`src/rtl/ccpu_params.svh`:
```
`ifndef CCPU_PARAMS_SVH
`define CCPU_PARAMS_SVH

// ==========================================================
// Register byte offsets
`define CCPU_OFS_PWM_COUNT 8'h00
`define CCPU_OFS_PWM_PERIOD 8'h04
`define CCPU_OFS_PWM_CTRL 8'h08
`define CCPU_OFS_U1_LOW 8'h0C
`define CCPU_OFS_U1_HIGH 8'h10
`define CCPU_OFS_U1_CTRL 8'h14
`define CCPU_OFS_U2_LOW 8'h18
`define CCPU_OFS_U2_HIGH 8'h1C
`define CCPU_OFS_U2_CTRL 8'h20
`define CCPU_OFS_TB_COUNT 8'h24
`define CCPU_OFS_TB_CTRL 8'h28
`define CCPU_OFS_STATUS 8'h2C
`define CCPU_UNIT_STRIDE 8'h0C

// ==========================================================
// Field positions
`define CCPU_CTL_MODE_MSB 3
`define CCPU_CTL_DLOW_MSB 5
`define CCPU_CTL_DLOW_LSB 4
`define CCPU_T2_PRE_MSB 1
`define CCPU_T2_ON_BIT 2
`define CCPU_T2_POST_MSB 6
`define CCPU_T2_POST_LSB 3
`define CCPU_ST_U1_BIT 0
`define CCPU_ST_U2_BIT 1
`define CCPU_ST_OVF_BIT 2
`define CCPU_ST_PWM_BIT 3

// ==========================================================
// Reset values and mode codes
`define CCPU_RST_PERIOD 8'hFF
`define CCPU_RST_BYTE 8'h00
`define CCPU_RST_TB 16'h0000
`define CCPU_TB_MAX 16'hFFFF
`define CCPU_MODE_OFF 4'h0
`define CCPU_MODE_TOGGLE 4'h2
`define CCPU_MODE_SET_HI 4'h8
`define CCPU_MODE_SET_LO 4'h9
`define CCPU_MODE_SWI 4'hA
`define CCPU_MODE_SEV 4'hB

// ==========================================================
// Prescale terminal counts of the fine counter (clocks - 1)
`define CCPU_FINE_DIV1 6'h03
`define CCPU_FINE_DIV4 6'h0F
`define CCPU_FINE_DIV16 6'h3F

`endif

```
`src/rtl/ccpu_pkg.sv`:
```
package ccpu_pkg;
	// Pin action selected by the mode field on a compare match
	typedef enum logic [1:0] {
		CCPU_ACT_NONE,
		CCPU_ACT_HIGH,
		CCPU_ACT_LOW,
		CCPU_ACT_TOGGLE
	} ccpu_act_t;

	// Mode field of a unit control register
	typedef logic [3:0] ccpu_mode_t;
endpackage

```
`src/rtl/ccpu_top.sv`:
```
// Implementation choices: the address map and the AHB-Lite interface to the registers.
`timescale 1ns/1ns
`include "ccpu_params.svh"
// Operation
// Compare 16-bit value against timebase each update
// Match applies pin action and sets flag
// Mode codes select off, compare, capture, PWM; no capture mode here, other codes do nothing
// Units identical except special event action
// Zero control write forces compare latch low
// Software keeps timebase synchronous for compare
// Software-interrupt mode leaves pin untouched
// Unit 1 special event resets timebase
// Unit 2 event resets timebase, starts conversion
// Unit 2 event reset never sets overflow
// Software makes pin an output first
// Software clears control before new prescaler
// PWM mode gives up to 10-bit duty
// Zero control write forces PWM latch low
// Period end clears timer, sets pin, copies
// Postscaler never affects PWM period
// Duty is master byte plus bits 5:4
// Duty writes apply at period end only
// Pin clears when extended duty meets timer
// High time is duty times prescaled clock
// Duty above period keeps pin high
// Timer prescale divides by 1, 4, 16
// Software follows PWM setup order
// Compare and event triggers are one-cycle pulses; a special event at value 0000 repeats every cycle here
module ccpu_top
	import ccpu_pkg::*;
(
	// Clock and reset
	input wire logic hclk,
	input wire logic hresetn,
	// AHB-Lite slave
	input wire logic hsel,
	input wire logic [31:0] haddr,
	input wire logic [1:0] htrans,
	input wire logic hwrite,
	input wire logic [2:0] hsize,
	input wire logic [31:0] hwdata,
	input wire logic hready,
	output logic hreadyout,
	output logic hresp,
	output logic [31:0] hrdata,
	// Converter link
	input wire logic adc_enable,
	output logic adc_start,
	// Unit pins and triggers
	output logic unit1_pin,
	output logic unit2_pin,
	output logic [1:0] unit_trigger
);

	// ==========================================================
	// Helper functions
	// Compare modes 0010 and 1000 to 1011
	function automatic logic is_cmp(input ccpu_mode_t m);
		return (m == `CCPU_MODE_TOGGLE) || (m[3:2] == 2'b10);
	endfunction

	// PWM modes 11xx
	function automatic logic is_pwm(input ccpu_mode_t m);
		return m[3:2] == 2'b11;
	endfunction

	// Pin action for a compare mode
	function automatic ccpu_act_t act_of(input ccpu_mode_t m);
		unique case (m)
			`CCPU_MODE_TOGGLE: return CCPU_ACT_TOGGLE;
			`CCPU_MODE_SET_HI: return CCPU_ACT_HIGH;
			`CCPU_MODE_SET_LO: return CCPU_ACT_LOW;
			default: return CCPU_ACT_NONE;
		endcase
	endfunction

	// ==========================================================
	// Bus address phase capture
	logic wr_en_reg;
	logic [7:0] wr_addr_reg;
	logic [31:0] hrdata_reg;
	wire addr_ok = hsel && htrans[1] && hready;
	wire [7:0] a_ofs = haddr[7:0];

	// Write strobes decoded from the data phase
	wire wr_count = wr_en_reg && (wr_addr_reg == `CCPU_OFS_PWM_COUNT);
	wire wr_period = wr_en_reg && (wr_addr_reg == `CCPU_OFS_PWM_PERIOD);
	wire wr_t2ctl = wr_en_reg && (wr_addr_reg == `CCPU_OFS_PWM_CTRL);
	wire wr_tb = wr_en_reg && (wr_addr_reg == `CCPU_OFS_TB_COUNT);
	wire wr_tbctl = wr_en_reg && (wr_addr_reg == `CCPU_OFS_TB_CTRL);
	wire wr_status = wr_en_reg && (wr_addr_reg == `CCPU_OFS_STATUS);

	assign hreadyout = 1'b1;
	assign hresp = 1'b0;
	assign hrdata = hrdata_reg;

	// ==========================================================
	// Shared registers
	logic [7:0] pwm_count_reg;
	logic [7:0] pwm_period_reg;
	logic [6:0] pwm_ctrl_reg;
	logic [5:0] fine_reg;
	logic [3:0] post_reg;
	logic [15:0] tb_reg;
	logic tb_on_reg;
	logic tb_upd_reg;
	logic [3:0] status_reg;
	logic adc_start_reg;

	logic [7:0] val_lo_reg [2];
	logic [7:0] val_hi_reg [2];
	logic [5:0] ctl_reg [2];
	logic [1:0] lat2_reg [2];
	logic pin_reg [2];
	logic [1:0] match;
	logic [1:0] sev;

	// PWM timer prescale, one of 1, 4 or 16
	wire t2_on = pwm_ctrl_reg[`CCPU_T2_ON_BIT];
	wire [1:0] pre = pwm_ctrl_reg[`CCPU_T2_PRE_MSB:0];
	wire [5:0] fine_top = (pre == 2'b00) ? `CCPU_FINE_DIV1 :
		(pre == 2'b01) ? `CCPU_FINE_DIV4 : `CCPU_FINE_DIV16;
	wire tmr_inc = t2_on && (fine_reg == fine_top);
	wire period_end = tmr_inc && (pwm_count_reg == pwm_period_reg);
	// Timer state after this edge; the clear must land on the edge
	// at which the extended timer reaches the duty, not one later
	wire [5:0] fine_nxt = (!t2_on || tmr_inc) ? 6'h00 : fine_reg + 6'h01;
	wire [7:0] count_nxt = period_end ? 8'h00 :
		tmr_inc ? pwm_count_reg + 8'h01 : pwm_count_reg;
	// Two low bits extending the timer for the 10-bit compare
	wire [1:0] fine_low = (pre == 2'b00) ? fine_nxt[1:0] :
		(pre == 2'b01) ? fine_nxt[3:2] : fine_nxt[5:4];
	wire post_end = post_reg == pwm_ctrl_reg[`CCPU_T2_POST_MSB:
		`CCPU_T2_POST_LSB];

	// Timebase events
	wire tb_run = tb_on_reg && !wr_tb;
	wire sev_any = |sev;
	wire tb_wrap = tb_run && !sev_any && (tb_reg == `CCPU_TB_MAX);

	// Status: hardware sets win over write-one-to-clear
	wire [3:0] st_set = {period_end && post_end, tb_wrap, match};
	wire [3:0] st_clr = wr_status ? hwdata[3:0] : 4'h0;

	// Read mux of the address phase
	logic [31:0] rd_mux;
	always_comb begin
		rd_mux = 32'h0000_0000;
		unique case (a_ofs)
			`CCPU_OFS_PWM_COUNT: rd_mux[7:0] = pwm_count_reg;
			`CCPU_OFS_PWM_PERIOD: rd_mux[7:0] = pwm_period_reg;
			`CCPU_OFS_PWM_CTRL: rd_mux[6:0] = pwm_ctrl_reg;
			`CCPU_OFS_U1_LOW: rd_mux[7:0] = val_lo_reg[0];
			`CCPU_OFS_U1_HIGH: rd_mux[7:0] = val_hi_reg[0];
			`CCPU_OFS_U1_CTRL: rd_mux[5:0] = ctl_reg[0];
			`CCPU_OFS_U2_LOW: rd_mux[7:0] = val_lo_reg[1];
			`CCPU_OFS_U2_HIGH: rd_mux[7:0] = val_hi_reg[1];
			`CCPU_OFS_U2_CTRL: rd_mux[5:0] = ctl_reg[1];
			`CCPU_OFS_TB_COUNT: rd_mux[15:0] = tb_reg;
			`CCPU_OFS_TB_CTRL: rd_mux[0] = tb_on_reg;
			`CCPU_OFS_STATUS: rd_mux[3:0] = status_reg;
			default: rd_mux = 32'h0000_0000;
		endcase
	end

	// Bus phase registers
	always_ff @(posedge hclk or negedge hresetn) begin
		if (!hresetn) begin
			wr_en_reg <= 1'b0;
			wr_addr_reg <= 8'h00;
			hrdata_reg <= 32'h0000_0000;
		end else begin
			wr_en_reg <= addr_ok && hwrite && (haddr[31:8] == 24'h000000);
			wr_addr_reg <= a_ofs;
			if (addr_ok && !hwrite) begin
				hrdata_reg <= (haddr[31:8] == 24'h000000) ? rd_mux :
					32'h0000_0000;
			end
		end
	end

	// ==========================================================
	// PWM timer: prescaler, counter, postscaler
	always_ff @(posedge hclk or negedge hresetn) begin
		if (!hresetn) begin
			fine_reg <= 6'h00;
			pwm_count_reg <= `CCPU_RST_BYTE;
			pwm_period_reg <= `CCPU_RST_PERIOD;
			pwm_ctrl_reg <= 7'h00;
			post_reg <= 4'h0;
		end else begin
			fine_reg <= fine_nxt;
			if (wr_count) begin
				pwm_count_reg <= hwdata[7:0];
			end else if (period_end) begin
				pwm_count_reg <= 8'h00;
			end else if (tmr_inc) begin
				pwm_count_reg <= pwm_count_reg + 8'h01;
			end
			if (wr_period) begin
				pwm_period_reg <= hwdata[7:0];
			end
			if (wr_t2ctl) begin
				pwm_ctrl_reg <= hwdata[6:0];
			end
			// Postscaler only paces the timer flag
			if (wr_t2ctl) begin
				post_reg <= 4'h0;
			end else if (period_end) begin
				post_reg <= post_end ? 4'h0 : post_reg + 4'h1;
			end
		end
	end

	// ==========================================================
	// Compare timebase and status
	always_ff @(posedge hclk or negedge hresetn) begin
		if (!hresetn) begin
			tb_reg <= `CCPU_RST_TB;
			tb_on_reg <= 1'b0;
			tb_upd_reg <= 1'b0;
			status_reg <= 4'h0;
			adc_start_reg <= 1'b0;
		end else begin
			if (wr_tb) begin
				tb_reg <= hwdata[15:0];
			end else if (sev_any) begin
				tb_reg <= `CCPU_RST_TB;
			end else if (tb_run) begin
				tb_reg <= tb_reg + 16'h0001;
			end
			tb_upd_reg <= wr_tb || sev_any || tb_run;
			if (wr_tbctl) begin
				tb_on_reg <= hwdata[0];
			end
			status_reg <= (status_reg & ~st_clr) | st_set;
			adc_start_reg <= sev[1] && adc_enable;
		end
	end

	assign adc_start = adc_start_reg;
	assign unit_trigger = sev;
	assign unit1_pin = pin_reg[0];
	assign unit2_pin = pin_reg[1];

	for (genvar i = 0; i < 2; i++) begin : g_unit
		wire [7:0] base = 8'(`CCPU_OFS_U1_LOW + i * `CCPU_UNIT_STRIDE);
		wire wr_lo = wr_en_reg && (wr_addr_reg == base);
		wire wr_hi = wr_en_reg && (wr_addr_reg == 8'(base + 8'h04));
		wire wr_ctl = wr_en_reg && (wr_addr_reg == 8'(base + 8'h08));
		wire ccpu_mode_t mode = ctl_reg[i][`CCPU_CTL_MODE_MSB:0];
		wire ccpu_mode_t new_mode = hwdata[`CCPU_CTL_MODE_MSB:0];
		wire pwm = is_pwm(mode);
		wire ccpu_act_t act = act_of(mode);
		// Duty for the coming period, upper byte then bits 5:4
		wire [9:0] duty_next = {val_lo_reg[i],
			ctl_reg[i][`CCPU_CTL_DLOW_MSB:`CCPU_CTL_DLOW_LSB]};
		wire duty_hit = {val_hi_reg[i], lat2_reg[i]} ==
			{count_nxt, fine_low};

		// Match on a timebase update, one pulse per match
		assign match[i] = is_cmp(mode) && tb_upd_reg &&
			(tb_reg == {val_hi_reg[i], val_lo_reg[i]});
		assign sev[i] = match[i] && (mode == `CCPU_MODE_SEV);

		// Value and duty buffer registers
		always_ff @(posedge hclk or negedge hresetn) begin
			if (!hresetn) begin
				val_lo_reg[i] <= `CCPU_RST_BYTE;
				val_hi_reg[i] <= `CCPU_RST_BYTE;
				ctl_reg[i] <= 6'h00;
				lat2_reg[i] <= 2'b00;
			end else begin
				if (wr_lo) begin
					val_lo_reg[i] <= hwdata[7:0];
				end
				if (pwm && period_end) begin
					val_hi_reg[i] <= val_lo_reg[i];
					lat2_reg[i] <= duty_next[1:0];
				end else if (wr_hi && !pwm) begin
					val_hi_reg[i] <= hwdata[7:0];
				end
				if (wr_ctl) begin
					ctl_reg[i] <= hwdata[5:0];
				end
			end
		end

		// Output latch shared by compare and PWM
		always_ff @(posedge hclk or negedge hresetn) begin
			if (!hresetn) begin
				pin_reg[i] <= 1'b0;
			end else if (wr_ctl) begin
				pin_reg[i] <= (new_mode == `CCPU_MODE_SET_LO);
			end else if (pwm) begin
				if (period_end) begin
					pin_reg[i] <= duty_next != 10'h000;
				end else if (duty_hit) begin
					pin_reg[i] <= 1'b0;
				end
			end else if (match[i]) begin
				unique case (act)
					CCPU_ACT_HIGH: pin_reg[i] <= 1'b1;
					CCPU_ACT_LOW: pin_reg[i] <= 1'b0;
					CCPU_ACT_TOGGLE: pin_reg[i] <= !pin_reg[i];
					CCPU_ACT_NONE: pin_reg[i] <= pin_reg[i];
				endcase
			end
		end

	end
endmodule // ccpu_top

```
`config.mk`:
```
export PLATFORM = sky130hd
export DESIGN_NAME = ccpu_top
export DESIGN_NICKNAME = d
export VERILOG_FILES = /design/src/rtl/ccpu_pkg.sv /design/src/rtl/ccpu_top.sv
export VERILOG_INCLUDE_DIRS = /design/src /design/src/rtl
export SDC_FILE = /design/constraint.sdc
export NUM_CORES = 1
export LEC_CHECK = 0
export ABC_AREA = 1
export ABC_CLOCK_PERIOD_IN_PS = 1900
export BUFFER_PORTS_ARGS = -buffer_cell sky130_fd_sc_hd__buf_2
export CAP_MARGIN = 30
export CORE_MARGIN = 3
export CORE_UTILIZATION = 50
export DETAILED_ROUTE_END_ITERATION = 10
export PLACE_DENSITY_LB_ADDON = 0.12
export SKIP_CTS_REPAIR_TIMING = 1
export SKIP_LAST_GASP = 1
export SLEW_MARGIN = 20
export SYNTH_ARGS = -nofsm -noshare
export SYNTH_HDL_FRONTEND = slang
export SYNTH_SLANG_ARGS = --single-unit
```
`constraint.sdc`:
```
create_clock -name hclk -period 1.9 [get_ports hclk]
set_input_delay 0.38 -clock hclk [delete_from_list [all_inputs] [get_ports hclk]]
set_output_delay 0.38 -clock hclk [all_outputs]
set_load 0.01 [all_outputs]
```
==> reports/metrics.yaml <==
routing:
  drc: 0
  vias: 9805
  antenna_left: 0
  wirelength_mm: 34.0
  routed_via_density: 5.65
  dr.pass1.iters: 6
  wl_per_cell_um: 19.6
  first_iter_violations: 955
sta:
  slew_headroom_pct: 56.2
  worst_pin_slew_ns: 0.651
  setup_viol: 48
  finalCritPeriodShare_pct: 138
  grt_setup_unrepaired: "true"
  fmax_ghz: 0.381
  tns_ns: -17.86
  hold_viol_final: 0
  clock_skew_ns: 0.00888
  slew_violations: 0
  fin_ws_ns: -0.728
  min_period_ns: 2.63
setup_path:
  critical-path-top-delay-family: "simple AND/OR/NAND/NOR gates"
  worstPathMaxFanout: 2
  critPathCaptureType: "output pin"
  crit_type: "reg -> out"
  arrival_ns: 2.25
  cpPeakStageDelay_ns: 0.42
  worstPathCellList: "xor2_2 -> buf_4 -> nor3_2 -> nand2_1 -> nor4_2 -> nand4_1 -> or2_4 -> inv_1 -> buf_2"
  cp-start-kind: "flop"
  crit_required_ns: 1.52
  r2r_setup_slack_ns: -0.47
  crit_buf_inv: 3
  slowest_stage: "dfrtp_1"
clocking:
  clk_latency_ns: 0.43
  clk_pin_slew_worst_paths_ns: 0.06
  cts_sinks: 131
  clockBufferDepth: 2
  ctsHtreeMaxLevel: 4
  cts-root-buf: "clkbuf_16"
  cts_tree: "built"
  cts_buffers: 17
synth:
  yosys.area.top_type_share_pct: 37.2
  synth-edff-count: 0
  synth_top_area_cell: "dfrtp_1"
  ys_types: 50
  synth_seq_cells: 131
  synth_flop_cell: "dfrtp_1"
  ys_warn_count: 0
  syn_inst: 1143
  synth_commonest_cells: "nand2_1, inv_1, dfrtp_1, nor2_1, o21ai_0"
  synth_area_leaders: "dfrtp_1, nand2_1, inv_1"
  syn_area_mm2: 0.00826
  synth_most_common_cell: "nand2_1"
  async_flop_share_pct: 100
  ys_seq_area_share_pct: 39.8
  synth_area_per_cell_um2: 7.23
pwr:
  fin_total_pwr_w: 0.00674
  p_leak_nw: 6.54
  ir_drop_mv: 0.655
  power_density_mw_per_mm2: 540
flow_run:
  cap_violations: 0
place:
  routabilityCongestion: 1.03
  io_buffers: 75
  dp_cells: 1679
  post-dp-hpwl_mm: 25.7
global_routing:
  first_global_vias: 9058
  grt_use_total_pct: 36.5
  antenna_found_initial: 1
  grt_pass1_wl_mm: 49.8
  grt-ovfl-total: 0
  grt_start_max_net_pins: 40
cells_and_area:
  fin_cells: 1736
  drive_gt1_share_pct: 38.2
  num_antenna_cells: 0
  seqCellArea_mm2: 0.00330
  final_nets: 1586
  multiInputGateArea_mm2: 0.00490
  fill_cells: 1177
  area_growth_pct: 50.9
floorplanning:
  ioPinCount: 114
  die_w_um: 135
  core-area_mm2: 0.0161
  die_h_um: 135
  rows: 46
  die_area_mm2: 0.0181
  initial_core_util_pct: 51.5
hold_path:
  hold_class: "in -> reg"
run_status:
  outcome: "complete, but fails checks"
  violations: "negative setup slack"
==> routing by layer <==
metal | global-route usage [%] | vias up | routed length, um
met5 | 0 | - | 0
met4 | 13.5 | 0 | 1310
met3 | 10.1 | 99 | 3870
met2 | 54.8 | 569 | 15000
met1 | 50.6 | 4599 | 13800
li1 | - | 4538 | -
==> final cells by class <==
type | count | area share [%]
multi-input cells | 833 | 39.3
flip-flops and latches | 131 | 26.4
well taps | 216 | 2.17
clock inverters | 15 | 1.46
clock buffers | 17 | 3.41
repair buffers | 371 | 22.5
inverters | 153 | 4.78
==> report_power, final <==
part	switching [W]	internal (W)
sequential	0.0000181	0.00281
combinational	0.000292	0.000163
clock	0.00138	0.00208
==> stage by stage <==
stage	setup WS [ns]	cell area, um2	util [%]	hold slack (ns)
3_3_place_gp	-0.399	10800	67.5	0.299
4_1_cts	-0.834	11400	71.3	-0.154
2_1_floorplan	-0.0489	8340	-	0.0844
5_1_grt	-0.797	12500	77.7	0.0624
3_5_place_dp	-0.392	10800	67.5	0.300
6_report	-0.728	12500	77.7	0.0619
==> worst paths after layout <==
check | from | cells past startpoint | endpoint
min in group asynchronous | hresetn | 2 | fine_reg[3]
min | haddr[6] | 1 | wr_addr_reg[6]
max in group asynchronous | hresetn | 3 | hrdata[11]
max reg2reg | tb_reg[10] | 12 | tb_reg[15]
max | tb_reg[10] | 9 | unit_trigger[1]
min reg2reg | hrdata[2] | 2 | hrdata[2]
==> cell usage in the layout (no fill, tap or decap), types with 7 or more instances in the layout <==
cell type,n
inv_1,138
nand2_2,32
buf_6,24
buf_2,74
o22ai_1,19
dfrtp_1,116
o221ai_2,11
a31oi_1,8
nor2_1,88
nand3_1,67
nand2_4,21
clkbuf_16,17
o21ai_2,11
buf_12,7
nor3_1,20
a21oi_1,29
nor4_1,15
nand2_1,222
dfrtp_2,7
dfstp_2,8
nand4_1,31
nor2_2,17
o21ai_1,11
inv_2,8
nand3_2,11
xor2_1,29
buf_4,262
nor2_4,7
xnor2_1,8
o21ai_0,86
conb_1,18
==> worst reg2reg max path: stages, from the launching register on <==
cell and delay [ns]:
dfrtp_1 0.42, xor2_2 0.20, buf_4 0.15, nor3_2 0.14
nand4_1 0.15, nor2_4 0.19, nand3_2 0.10, or2_4 0.32
nand4_4 0.17, buf_12 0.17, buf_8 0.14, nand2_2 0.06
o21ai_1 0.08
==> kinds of logic (layout without fill, tap and decap cells) <==
family	after synthesis	in the layout	synth area share, %
other	2	18	0.0909
AND/OR/NAND/NOR	563	564	30.6
flip-flops	131	131	39.8
adder cells (fa/ha/maj)	4	4	0.606
buffers and inverters	196	556	10.2
AO/OA/AOI/OAI	209	209	14.7
XOR/XNOR	38	38	4.03
(Power assumes the default switching activity.)
